**config.mk**
```make
export PLATFORM = sky130hd
export DESIGN_NAME = dmsc_serial_regs
export DESIGN_NICKNAME = d
export VERILOG_FILES = /design/src/shared/dmsc_pkg.sv /design/src/verilog/dmsc_gain_combiner.sv /design/src/verilog/dmsc_serial_regs.sv
export VERILOG_INCLUDE_DIRS = /design/src /design/src/shared
export SDC_FILE = /design/constraint.sdc
export NUM_CORES = 1
export LEC_CHECK = 0
export ABC_CLOCK_PERIOD_IN_PS = 2530
export BUFFER_PORTS_ARGS = -buffer_cell sky130_fd_sc_hd__buf_2
export CAP_MARGIN = 10
export CELL_PAD_IN_SITES_DETAIL_PLACEMENT = 0
export CELL_PAD_IN_SITES_GLOBAL_PLACEMENT = 1
export CORE_MARGIN = 4
export CORE_UTILIZATION = 43
export CTS_BUF_LIST = sky130_fd_sc_hd__clkbuf_8 sky130_fd_sc_hd__clkbuf_16
export CTS_CLUSTER_DIAMETER = 80
export CTS_CLUSTER_SIZE = 24
export DETAILED_ROUTE_END_ITERATION = 10
export GPL_ROUTABILITY_DRIVEN = 0
export PLACE_DENSITY = 0.85
export SKIP_LAST_GASP = 1
export SLEW_MARGIN = 10
export SYNTH_ARGS = -nofsm -noshare
export SYNTH_HDL_FRONTEND = slang
export SYNTH_SLANG_ARGS = --single-unit
```
**constraint.sdc**
```tcl
create_clock -name core_clk -period 2.53 [get_ports core_clk]
set_input_delay 0.759 -clock core_clk [delete_from_list [all_inputs] [get_ports core_clk]]
set_output_delay 0.759 -clock core_clk [all_outputs]
set_load 0.02 [all_outputs]
```
**src/shared/dmsc_defines.svh**
```systemverilog
// Offsets, field positions, reset values and counts of the demodulator control registers
`ifndef DMSC_DEFINES_SVH
`define DMSC_DEFINES_SVH

// Word size and select field
`define DMSC_WORD_BITS 32
`define DMSC_BANK 2'h1
`define DMSC_CODE_STATUS 3'h0
`define DMSC_CODE_SETUP 3'h1
`define DMSC_CODE_CAL 3'h2
`define DMSC_CODE_MIX 3'h3
`define DMSC_CODE_BIAS 3'h5

// Reset images, address bits included
`define DMSC_SETUP_RESET 32'h0000_F009
`define DMSC_CAL_RESET 32'h71E0_200A
`define DMSC_MIX_RESET 32'h4000_000B
`define DMSC_BIAS_RESET 32'h0000_AAAD
`define DMSC_STATUS_ADDR 5'h08

// Address field and writable bits of each register
`define DMSC_ADDR_MASK 32'h0000_001F
`define DMSC_SETUP_MASK 32'h1001_F000
`define DMSC_CAL_MASK 32'hFFFF_FFE0
`define DMSC_MIX_MASK 32'hFFFF_FFE0
`define DMSC_BIAS_MASK 32'h0001_FFE0

// Setup register fields
`define DMSC_GAIN_LSB 12
`define DMSC_GAIN_MULT_BIT 28
`define DMSC_GAIN_MAX 5'h18

// Calibration register fields
`define DMSC_AUTOCAL_BIT 5
`define DMSC_IDAC_LSB 6
`define DMSC_QDAC_LSB 14
`define DMSC_RANGE_LSB 22
`define DMSC_CALSEL_BIT 24
`define DMSC_DIV_LSB 25
`define DMSC_CLKSEL_BIT 28
`define DMSC_TRIM_LSB 29
`define DMSC_DAC_MID 8'h80

// Mixer-load register fields
`define DMSC_I_MIXER_LOAD_SIDE_ONE_LSB 5
`define DMSC_I_MIXER_LOAD_SIDE_TWO_LSB 11
`define DMSC_Q_MIXER_LOAD_SIDE_ONE_LSB 17
`define DMSC_Q_MIXER_LOAD_SIDE_TWO_LSB 23
`define DMSC_BYPASS_BIT 29
`define DMSC_PEAK_LSB 30

// Bias-trim fields start here, two bits each
`define DMSC_BIAS_LSB 5

// Readback request register-select field
`define DMSC_RB_SEL_LSB 27

// Calibration clock divide ratios per code
`define DMSC_DIV_R0 15'h0001
`define DMSC_DIV_R1 15'h0008
`define DMSC_DIV_R2 15'h0010
`define DMSC_DIV_R3 15'h0080
`define DMSC_DIV_R4 15'h0100
`define DMSC_DIV_R5 15'h0400
`define DMSC_DIV_R6 15'h0800
`define DMSC_DIV_R7 15'h412C

`endif

```
**src/shared/dmsc_pkg.sv**
```systemverilog
// Types shared by the demodulator control register block
`default_nettype none
package dmsc_pkg;
  // Three-wire programming pins, sampled on core_clk
  typedef struct packed {
    logic sclk;
    logic sdata;
    logic strobe;
  } dmsc_link_t;

  // Control fields presented to the analog side
  typedef struct packed {
    logic autocal_start;
    logic [7:0] manual_i_offset_code;
    logic [7:0] manual_q_offset_code;
    logic [1:0] offset_correction_range;
    logic cal_mode_auto;
    logic [14:0] cal_clk_div_ratio;
    logic cal_clk_internal;
    logic [2:0] osc_trim;
    logic [5:0] i_mixer_load_side_one;
    logic [5:0] i_mixer_load_side_two;
    logic [5:0] q_mixer_load_side_one;
    logic [5:0] q_mixer_load_side_two;
    logic filter_bypass;
    logic [1:0] peaking_ctrl;
    logic [5:0][1:0] bias_trim;
    logic [7:0] live_q_offset_code;
    logic [7:0] live_i_offset_code;
  } dmsc_ctrl_t;

  // Whole state of the register block
  typedef struct packed {
    logic sclk;
    logic strobe;
    logic [31:0] shift;
    logic [31:0] setup;
    logic [31:0] cal;
    logic [31:0] mix;
    logic [31:0] bias;
    logic [7:0] live_q;
    logic [7:0] live_i;
    logic [4:0] gain;
    logic [14:0] ratio;
    logic rb_busy;
    logic rb_idle;
    logic [5:0] rb_cnt;
    logic [31:0] rb_data;
    logic rb_out;
  } dmsc_state_t;
endpackage
`default_nettype wire

```
**src/verilog/dmsc_gain_combiner.sv**
```systemverilog
// Baseband gain combiner: programmed gain less the fast-gain pin reduction
`default_nettype none
`include "dmsc_defines.svh"
module dmsc_gain_combiner #(
  parameter int GAIN_BITS = 5
) (
  input wire logic [GAIN_BITS-1:0] programmed_gain,
  input wire logic [2:0] fast_gain_pins,
  input wire logic double_step,
  output logic [GAIN_BITS-1:0] baseband_gain_word
);
  // Clamped gain, reduction in dB and the difference with a borrow bit
  logic [GAIN_BITS-1:0] clamped;
  logic [GAIN_BITS-1:0] reduction;
  logic [GAIN_BITS:0] diff;

  // Pure combinational path; the parent registers the result
  always_comb begin
    // Codes above the top setting act as the top setting
    if (programmed_gain > `DMSC_GAIN_MAX) begin
      clamped = `DMSC_GAIN_MAX;
    end else begin
      clamped = programmed_gain;
    end
    // Each pin step is 1 dB, or 2 dB with the multiplier
    if (double_step) begin
      reduction = GAIN_BITS'({fast_gain_pins, 1'b0});
    end else begin
      reduction = GAIN_BITS'(fast_gain_pins);
    end
    // Subtract the pin value from the programmed gain
    diff = {1'b0, clamped} - {1'b0, reduction};
    // Borrow means the reduction overshot: rail at zero
    if (diff[GAIN_BITS]) begin
      baseband_gain_word = '0;
    end else begin
      baseband_gain_word = diff[GAIN_BITS-1:0];
    end
  end
endmodule
`default_nettype wire

```
**src/verilog/dmsc_serial_regs.sv**
```systemverilog
// Serially programmed control registers of the quadrature demodulator
// How it works
// - Words shift in LSB first; strobe loads
// - Readback: one idle clock, then 32 bits
// - Autocal start bit clears itself when done
// - Bits 0-4 pick register and bank
// - Manual Q offset code in bits 14-21
// - Correction range in bits 22-23, resets 11
// - Bit 24 picks manual or automatic calibration
// - Bits 25-27 choose calibration clock divider
// - Bit 28 picks internal oscillator clock
// - Bits 29-31 trim oscillator rate
// - Four six-bit mixer loads, reset zero
// - Bit 29 bypass; peaking bits reset 01
// - Six two-bit bias trims, reset 01
// - Readback request is code zero, bank one
// - Status holds version in bits 5-6
// - Status shows live Q and I codes
// - Five-bit gain in setup bits 12-16
// - Effective gain is programmed minus pins
// - Bit 28 doubles each pin step
// - Effective gain rails at zero
//
// Operating notes
// Serial pins are plain levels sampled on core_clk
// Edges found by comparing against last cycle's level
// Host must hold each pin level one cycle or more
// Shorter pulses would be missed, not half-taken
// Shift register runs on every seen serial clock rise
// Strobe rise copies the shifted word to one register
// Select bits 0-4 decide which register takes it
// Words for another bank leave every register alone
// Address bits of each image are reset constants, rewritten on each write
// So readback always shows the register's own address
// Masked bits are dropped on write and read back zero
// Readback request snapshots the chosen image at once
// Later writes do not change the snapshot being shifted out
// A new strobe rise abandons any readback in progress
// First serial clock after a request is swallowed
// Each following rise moves one image bit to the pin
// Pin holds the final bit once the word is out
// Calibration start bit falls when the engine reports
// A write of the start bit in that cycle still wins
// Live offset codes follow the manual codes when manual
// Engine results replace them when the engine reports
// Gain pins are subtracted live, result registered
// Divider ratio is decoded and registered likewise
// All outputs therefore come straight from flops
// Reset is synchronous and loads the documented images
`default_nettype none
`include "dmsc_defines.svh"
module dmsc_serial_regs #(
  parameter logic [1:0] VERSION_CODE = 2'h2, // Arbitrary version value
  parameter int RB_BITS = 32
) (
  input wire logic core_clk,
  input wire logic reset,
  input wire dmsc_pkg::dmsc_link_t link,
  input wire logic fast_gain_pin_high,
  input wire logic fast_gain_pin_mid,
  input wire logic fast_gain_pin_low,
  input wire logic autocal_done,
  input wire logic [7:0] autocal_q_result,
  input wire logic [7:0] autocal_i_result,
  output logic readback_out,
  output logic [4:0] baseband_gain_word,
  output dmsc_pkg::dmsc_ctrl_t ctrl
);
  import dmsc_pkg::*;

  // Registered state and its next value
  dmsc_state_t st_q;
  dmsc_state_t st_d;

  // Combinational gain from the helper
  logic [4:0] gain_comb;

  // Edge detects on the sampled pins
  logic sclk_rise;
  logic strobe_rise;

  // Word captured in the shift register at strobe time
  logic [31:0] word;

  // Bias trims unpacked by a loop
  logic [5:0][1:0] bias_v;

  // True when a word addresses the given register code in our bank
  function automatic logic hits(input logic [31:0] w, input logic [2:0] code);
    hits = (w[2:0] == code) && (w[4:3] == `DMSC_BANK);
  endfunction

  // Divider code to ratio
  // Table lookup rather than shifts: the top ratio is not a power of two
  // All eight codes are legal, so no default branch
  function automatic logic [14:0] div_ratio(input logic [2:0] code);
    unique case (code)
      3'h0: div_ratio = `DMSC_DIV_R0;
      3'h1: div_ratio = `DMSC_DIV_R1;
      3'h2: div_ratio = `DMSC_DIV_R2;
      3'h3: div_ratio = `DMSC_DIV_R3;
      3'h4: div_ratio = `DMSC_DIV_R4;
      3'h5: div_ratio = `DMSC_DIV_R5;
      3'h6: div_ratio = `DMSC_DIV_R6;
      3'h7: div_ratio = `DMSC_DIV_R7;
    endcase
  endfunction

  // Readback image of one register; unknown codes return zero
  // Status image is assembled from live codes, never stored
  // Codes four, six and seven have no register behind them
  function automatic logic [31:0] image(input logic [2:0] code, input dmsc_state_t s);
    unique case (code)
      `DMSC_CODE_STATUS: image = {s.live_i, s.live_q, 9'h000, VERSION_CODE,
                                  `DMSC_STATUS_ADDR};
      `DMSC_CODE_SETUP: image = s.setup;
      `DMSC_CODE_CAL: image = s.cal;
      `DMSC_CODE_MIX: image = s.mix;
      `DMSC_CODE_BIAS: image = s.bias;
      default: image = 32'h0000_0000;
    endcase
  endfunction

  // Gain combiner sees the stored setup fields and the live pins
  // Pins need no serial rewrite, so a cut lands one cycle later
  dmsc_gain_combiner #(
    .GAIN_BITS(5)
  ) u_gain (
    .programmed_gain(st_q.setup[`DMSC_GAIN_LSB +: 5]),
    .fast_gain_pins({fast_gain_pin_high, fast_gain_pin_mid, fast_gain_pin_low}),
    .double_step(st_q.setup[`DMSC_GAIN_MULT_BIT]),
    .baseband_gain_word(gain_comb)
  );

  // Edge detection against last cycle's pin levels
  assign sclk_rise = link.sclk & ~st_q.sclk;
  assign strobe_rise = link.strobe & ~st_q.strobe;
  assign word = st_q.shift;

  // Next-state logic for the whole block
  always_comb begin
    st_d = st_q;
    // Remember pin levels for edge detection
    st_d.sclk = link.sclk;
    st_d.strobe = link.strobe;

    // Shift in LSB first: first bit lands in bit 0 after 32 clocks
    if (sclk_rise) begin
      st_d.shift = {link.sdata, st_q.shift[31:1]};
    end

    // Readback phase: swallow the idle clock, then one bit per rise
    if (st_q.rb_busy && sclk_rise) begin
      if (st_q.rb_idle) begin
        st_d.rb_idle = 1'b0;
      end else begin
        st_d.rb_out = st_q.rb_data[0];
        st_d.rb_data = {1'b0, st_q.rb_data[31:1]};
        st_d.rb_cnt = st_q.rb_cnt + 6'h01;
        // Last bit driven: leave readback, output holds the last bit
        if (st_q.rb_cnt == 6'(RB_BITS - 1)) begin
          st_d.rb_busy = 1'b0;
        end
      end
    end

    // Calibration engine finished: drop the start bit
    // Clear comes before the strobe branch so a write overrides it
    if (autocal_done) begin
      st_d.cal[`DMSC_AUTOCAL_BIT] = 1'b0;
    end

    // Live DAC codes follow the engine result or the manual codes
    if (autocal_done) begin
      st_d.live_q = autocal_q_result;
      st_d.live_i = autocal_i_result;
    end else if (!st_q.cal[`DMSC_CALSEL_BIT]) begin
      // Manual mode: the programmed codes drive the DACs
      st_d.live_q = st_q.cal[`DMSC_QDAC_LSB +: 8];
      st_d.live_i = st_q.cal[`DMSC_IDAC_LSB +: 8];
    end

    // Strobe rising edge commits the shifted word
    if (strobe_rise) begin
      // Any strobe ends a readback still in progress
      st_d.rb_busy = 1'b0;
      st_d.rb_idle = 1'b0;
      // Only the matching register takes the word
      if (hits(word, `DMSC_CODE_SETUP)) begin
        st_d.setup = (word & `DMSC_SETUP_MASK) |
                     (`DMSC_SETUP_RESET & `DMSC_ADDR_MASK);
      end
      // A start bit written here beats a same-cycle done
      if (hits(word, `DMSC_CODE_CAL)) begin
        st_d.cal = (word & `DMSC_CAL_MASK) |
                   (`DMSC_CAL_RESET & `DMSC_ADDR_MASK);
      end
      if (hits(word, `DMSC_CODE_MIX)) begin
        st_d.mix = (word & `DMSC_MIX_MASK) |
                   (`DMSC_MIX_RESET & `DMSC_ADDR_MASK);
      end
      // Upper bits are unused and never stored
      if (hits(word, `DMSC_CODE_BIAS)) begin
        st_d.bias = (word & `DMSC_BIAS_MASK) |
                    (`DMSC_BIAS_RESET & `DMSC_ADDR_MASK);
      end
      // Register code four is unused; its writes fall through
      // Readback request: latch the chosen image and arm
      if (hits(word, `DMSC_CODE_STATUS)) begin
        st_d.rb_busy = 1'b1;
        st_d.rb_idle = 1'b1;
        st_d.rb_cnt = 6'h00;
        st_d.rb_data = image(word[`DMSC_RB_SEL_LSB +: 3], st_q);
      end
    end

    // Gain and divider ratio are registered so outputs come from flops
    st_d.gain = gain_comb;
    st_d.ratio = div_ratio(st_q.cal[`DMSC_DIV_LSB +: 3]);

    // Synchronous reset wins over everything
    if (reset) begin
      st_d = '0;
      st_d.setup = `DMSC_SETUP_RESET;
      st_d.cal = `DMSC_CAL_RESET;
      st_d.mix = `DMSC_MIX_RESET;
      st_d.bias = `DMSC_BIAS_RESET;
      st_d.live_q = `DMSC_DAC_MID;
      st_d.live_i = `DMSC_DAC_MID;
      // Gain follows the reset setup image, pins apply next cycle
      st_d.gain = 5'(`DMSC_SETUP_RESET >> `DMSC_GAIN_LSB);
      st_d.ratio = `DMSC_DIV_R0;
    end
  end

  // The single state register
  // No reset term here: reset is folded into the next-state logic
  always_ff @(posedge core_clk) begin
    st_q <= st_d;
  end

  // Bias trims repeat in two-bit steps
  // Element zero is the mixer transconductance trim
  generate
    for (genvar k = 0; k < 6; k++) begin : g_bias
      assign bias_v[k] = st_q.bias[`DMSC_BIAS_LSB + 2*k +: 2];
    end
  endgenerate

  // Outputs are slices of the state register
  assign readback_out = st_q.rb_out;
  assign baseband_gain_word = st_q.gain;

  // Control fields to the analog side, all straight from flops
  // Pure wiring: no gates between a flop and any field
  always_comb begin
    ctrl.autocal_start = st_q.cal[`DMSC_AUTOCAL_BIT];
    ctrl.manual_i_offset_code = st_q.cal[`DMSC_IDAC_LSB +: 8];
    ctrl.manual_q_offset_code = st_q.cal[`DMSC_QDAC_LSB +: 8];
    ctrl.offset_correction_range = st_q.cal[`DMSC_RANGE_LSB +: 2];
    ctrl.cal_mode_auto = st_q.cal[`DMSC_CALSEL_BIT];
    ctrl.cal_clk_div_ratio = st_q.ratio;
    ctrl.cal_clk_internal = st_q.cal[`DMSC_CLKSEL_BIT];
    ctrl.osc_trim = st_q.cal[`DMSC_TRIM_LSB +: 3];
    ctrl.i_mixer_load_side_one = st_q.mix[`DMSC_I_MIXER_LOAD_SIDE_ONE_LSB +: 6];
    ctrl.i_mixer_load_side_two = st_q.mix[`DMSC_I_MIXER_LOAD_SIDE_TWO_LSB +: 6];
    ctrl.q_mixer_load_side_one = st_q.mix[`DMSC_Q_MIXER_LOAD_SIDE_ONE_LSB +: 6];
    ctrl.q_mixer_load_side_two = st_q.mix[`DMSC_Q_MIXER_LOAD_SIDE_TWO_LSB +: 6];
    ctrl.filter_bypass = st_q.mix[`DMSC_BYPASS_BIT];
    ctrl.peaking_ctrl = st_q.mix[`DMSC_PEAK_LSB +: 2];
    ctrl.bias_trim = bias_v;
    ctrl.live_q_offset_code = st_q.live_q;
    ctrl.live_i_offset_code = st_q.live_i;
  end
endmodule
`default_nettype wire

```
==> results.txt, run 1 <==
Status - finished clean
Synth-to-layout area growth - 8.76%
YS warnings - 0
Leakage power - 3.36 nW
DRT Pass-1 Iters - 5
Root Driver - clkbuf_16
Number of nets in the layout - 1,002
N_diodes - 0
Worst ir drop on vdd - 432 uV
Residual DRC - 0
Total grt overflow - 0
H-tree depth - 4
# clock sinks - 176
Crit share post-route - 0.791
Hold Buf Count CTS - 0
Worst-Skew Late Latency - 440 ps
CP endpoint kind - flop
#FFs+latches synth - 176
Height of the die - 146 um
Vias/cell - 5.27
DIE AREA - 21,300 sq um
Gr usage total - 0.196
Layout cells sized above 1 - 0.218
DIE WIDTH - 146 um
Launching element type of the critical path - flop
TritonCTS clock tree - done
Hold Path Depth - 2
CTS buffer count - 17
Synth top area share - 0.431
Most common cell after layout, fill and taps aside - nand2_1
Tot Pwr - 5.60 mW
Pin count of the biggest net entering global routing - 42
Crit Path Category - reg -> reg
Fmax - 500 MHz
Clock buffer depth - 2
Number of enable flip-flop cells after synthesis - 0
Post-synth top area cell - dfxtp_1
Slew Limit Fails - 0
Via Count - 6,402
Maximum fanout along the worst path - 6
Vias in the first global route - 6,078
R2R cell count - 6
Non-filler cells, final - 1,215
Register area share after synthesis - 0.431
Mapped Cells - 964
PwrDens - 630 nW/um^2
Antenna violation net count after detailed routing - 0
Reg2reg start - st_q[201]
Row count - 50
DP Cell Count - 1,183
Initial core utilization - 0.437
Core Box Area - 18,700 sq um
Worst R2R End - baseband_gain_word[3]
Ys flop type - dfxtp_1
Worst slew pin tran - 705 ps
Async SR Flop Fraction - 0
Mapped Area - 8170 sq um
Clock skew - 11.8 ps
Hold endpoint - ctrl[33]
Dpl hpwl - 14.6 mm
IO Port Bufs - 119
Netlist cell types - 52
Initial antenna violation count - 0
Syn_area_per_cell - 8.47 sq um
Number of max-cap violations - 0
Synth top area cells - dfxtp_1 43%, buf_4 9.1%, nand2_1 8.7%
Hold WC Path Type - reg -> reg
Post-CTS sizing - 0
FF-to-FF setup slack - 530 ps
First-pass GRT wire length - 33.5 mm
Setup repair after global routing missed its margin - no
Final Critical Period - 2000 ps
Final wirelength - 21.3 mm
Endpoints failing setup - 0
Hold Startpoint - ctrl[33]
Clk slew on worst S/H paths - 70 ps
Most frequent cells in the layout - 190 x nand2_1, 175 x dfxtp_1, 118 x buf_2, 116 x a21oi_1, 62 x mux2i_1
# fillers - 1,832
Post-CTS setup buffers - 0
Req. time, crit path - 2920 ps
Wire length per cell - 17.5 um
# IOs - 125
1st-iter DRT viols - 555
Arrival @ worst endpoint - 2390 ps
Setup TNS - 0 ps
Worst rel slew slack - 0.529
Final Hold Vio Count - 0
## synth_stat cells, types with 2 or more instances
cell	count
nand2_1	190
ha_1	8
nor3_1	21
nand3b_1	8
buf_4	99
nor2_1	60
mux2i_1	62
nor2b_1	17
nor3b_1	2
buf_2	5
a21oi_1	116
inv_1	10
a21o_1	2
o21ai_0	6
xor2_1	4
o32ai_1	2
mux2_2	14
xnor2_1	2
a211oi_1	2
dfxtp_1	176
buf_1	10
o22ai_1	18
o22a_1	3
a211o_1	4
buf_6	3
and2_1	3
nand2b_1	7
o22ai_2	9
a22oi_1	17
clkbuf_1	51
nand4_1	2
and3_1	4
nand3_1	3
or3_1	5
nor4bb_1	2
## state kept, by name, indices dropped and copies added (netlist names)
register and count:
ctrl 87, word 32, st_q 51, baseband_gain_word 5, readback_out 1
## logic make-up (layout without fill, tap and decap cells)
kind of cell | Yosys count | after routing | synth area share
buf+inv | 178 | 191 | 0.131
simple gates | 332 | 332 | 0.180
other cells | 1 | 5 | 0.000459
mux | 77 | 77 | 0.0981
fa+ha+maj | 9 | 9 | 0.0147
compound gates | 185 | 185 | 0.138
flops | 176 | 176 | 0.431
xor+xnor | 6 | 6 | 0.00643
## critical path, stage by stage (launching register included)
cell and delay (ps):
dfxtp_1 480, mux2i_1 280, ha_1 250, nor2b_1 120
o21a_1 170, o21ai_0 420, a31o_2 230
## area by class of cell
| cell class | count | area [sq um] | area share |
|---|---|---|---|
| Timing Repair Buffer | 149 | 836 | 0.0941 |
| Multi-Input combinational cell | 614 | 3620 | 0.408 |
| Sequential cell | 176 | 3520 | 0.397 |
| Clock buffer | 18 | 439 | 0.0494 |
| Tap cell | 234 | 293 | 0.0330 |
| Inverter | 10 | 37.5 | 0.00423 |
| Clock inverter | 14 | 130 | 0.0146 |
## metal layers
metal	track usage	up-vias	part of all wire
met2	0.314	179	0.47
met5	0	-	0
met1	0.259	3018	0.45
li1	-	3169	-
met4	0.0764	0	0.025
met3	0.0439	36	0.056
## through the flow
step	util	area (sq um)	hold slack [ps]	setup WS (ps)
detailed placement	0.444	8310	464	110
global placement	0.444	8310	456	142
finish	0.475	8880	474	529
global route	0.475	8880	502	354
CTS	0.475	8880	477	503
floorplan	-	8180	445	167
## worst max-delay path by stage
stage | slack [ps] | from | cells after the start | to
global placement | 140 | link[0] | 5 | st_q[25]
detailed placement | 110 | link[0] | 5 | st_q[22]
CTS | 500 | st_q[201] | 6 | baseband_gain_word[3]
floorplan | 170 | link[0] | 8 | st_q[10]
finish | 530 | st_q[201] | 6 | baseband_gain_word[3]
global route | 350 | st_q[201] | 6 | baseband_gain_word[4]
## power breakdown
group | internal [mW] | total [mW] | leakage [nW] | switching [mW]
sequential | 2.79 | 2.81 | 1.42 | 0.0183
clock | 1.40 | 2.56 | 0.282 | 1.16
combinational | 0.0770 | 0.234 | 1.65 | 0.157
total | 4.26 | 5.60 | 3.36 | 1.33
(Power assumes the default switching activity.)
==> run 2: changes to the inputs <==
--- a/config.mk
+++ b/config.mk
@@ -6,7 +6,7 @@
 export SDC_FILE = /design/constraint.sdc
 export NUM_CORES = 1
 export LEC_CHECK = 0
-export ABC_CLOCK_PERIOD_IN_PS = 2530
+export ABC_CLOCK_PERIOD_IN_PS = 2000
 export BUFFER_PORTS_ARGS = -buffer_cell sky130_fd_sc_hd__buf_2
 export CAP_MARGIN = 10
 export CELL_PAD_IN_SITES_DETAIL_PLACEMENT = 0
==> constraint.sdc (replaced) <==
create_clock -name core_clk -period 2 [get_ports core_clk]
set_input_delay 0.6 -clock core_clk [delete_from_list [all_inputs] [get_ports core_clk]]
set_output_delay 0.6 -clock core_clk [all_outputs]
set_load 0.02 [all_outputs]
==> run 2 against run 1 <==
Register-to-register slack lost 420 ps. Via count shrank 0.22%. Global-route usage is essentially flat. Largest cell class unchanged. Largest power group unchanged.
==> results.txt, run 2 (synthesis results as in run 1) <==
Height of the die - 146 um
Launching element type of the critical path - flop
Clk slew on worst S/H paths - 70 ps
# IOs - 125
R2R cell count - 5
CTS buffer count - 17
FF-to-FF setup slack - 110 ps
Via Count - 6,388
Worst-Skew Late Latency - 430 ps
TritonCTS clock tree - done
Row count - 50
Leakage power - 3.49 nW
Vias/cell - 5.19
Post-CTS sizing - 0
Endpoints failing setup - 0
Crit share post-route - 0.947
# fillers - 1,821
Cell area after layout - 9180 sq um
Gr usage total - 0.196
Worst slew pin tran - 829 ps
H-tree depth - 4
DIE WIDTH - 146 um
Root Driver - clkbuf_16
Fmax - 528 MHz
CP endpoint kind - flop
IO Port Bufs - 119
N_diodes - 0
Arrival @ worst endpoint - 2250 ps
Number of nets in the layout - 1,017
Core Box Area - 18,700 sq um
Total grt overflow - 0
Wire length per cell - 16.9 um
Residual DRC - 0
Largest register FFs - 87
Final Critical Period - 1890 ps
Status - finished clean
Vias in the first global route - 6,054
Hold Buf Count CTS - 0
Most common cell after layout, fill and taps aside - nand2_1
Initial core utilization - 0.437
Pin count of the biggest net entering global routing - 62
Dpl hpwl - 14.9 mm
Hold Startpoint - autocal_q_result[6]
1st-iter DRT viols - 357
Hold slack - 394 ps
Worst R2R End - st_q[7]
# clock sinks - 176
Crit Path Category - reg -> reg
Setup repair after global routing missed its margin - no
Dpl cell area - 8590 sq um
Hold WC Path Type - in -> reg
Post-CTS setup buffers - 0
DIE AREA - 21,300 sq um
First-pass GRT wire length - 33.6 mm
Worst ir drop on vdd - 533 uV
Tot Pwr - 7.18 mW
Highest-delay cell along the critical path - or4_4
DRT Pass-1 Iters - 5
Maximum fanout along the worst path - 5
PwrDens - 783 nW/um^2
Req. time, crit path - 2360 ps
Synth-to-layout area growth - 12.3%
Hold endpoint - ctrl[14]
Slew Limit Fails - 0
Worst rel slew slack - 0.445
Layout cells sized above 1 - 0.238
Hold Path Depth - 3
Initial antenna violation count - 0
Most frequent cells in the layout - 190 x nand2_1, 176 x dfxtp_1, 118 x buf_2, 116 x a21oi_1, 62 x mux2i_1
Slowest stage delay, CP - 500 ps
Worst-path cell chain - nand4bb_1 > or4_4 > or3_1 > buf_4 > o22ai_1
Antenna violation net count after detailed routing - 0
Reg2reg start - word[4]
Final Hold Vio Count - 0
Number of max-cap violations - 0
Clock skew - 9.10 ps
Clock buffer depth - 2
Final wirelength - 20.8 mm
-- run 2: final cells by class --
class,count,area (sq um),area share
Clock inverter,13,136,0.0149
Sequential cell,176,3520,0.384
Inverter,10,37.5,0.00409
Timing Repair Buffer,164,1070,0.117
Clock buffer,19,453,0.0494
Multi-Input combinational cell,614,3660,0.399
Tap cell,234,293,0.0319
-- run 2: worst max path at each step --
| stage | start | endpoint | slack, ps |
|---|---|---|---|
| 6_report | word[4] | st_q[7] | 110 |
| 5_1_grt | st_q[201] | baseband_gain_word[4] | 8 |
| 4_1_cts | word[4] | st_q[7] | 110 |
| 3_3_place_gp | link[0] | st_q[9] | -160 |
| 3_5_place_dp | link[0] | st_q[10] | -180 |
| 2_1_floorplan | link[0] | st_q[10] | -190 |
-- run 2: stage by stage --
stage	setup TNS (ps)	util	worst slack (ps)	cells
after floorplan	-3970	-	-186	968
after global placement	-4880	0.459	-160	1198
after detailed placement	-6060	0.459	-185	1198
after CTS	0	0.491	115	1230
after global routing	0	0.491	8.21	1230
final	0	0.491	106	1230
-- run 2: worst max-delay path, delay by kind of cell (launching register included) --
kind	cells	cell delay, ps
simple gates	3	1180
flops	1	330
buf+inv	1	170
compound gates	1	140
-- run 2: where the power goes --
part / internal, mW / total, mW / switching [mW]
clock: 1.90 / 3.32 / 1.42
combinational: 0.111 / 0.306 / 0.195
sequential: 3.53 / 3.55 / 0.0245
total: 5.55 / 7.18 / 1.64
-- run 2: layer usage --
metal	track usage	share of wire
met5	0	0
met4	0.0513	0.013
met3	0.0508	0.045
met2	0.289	0.44
met1	0.286	0.50
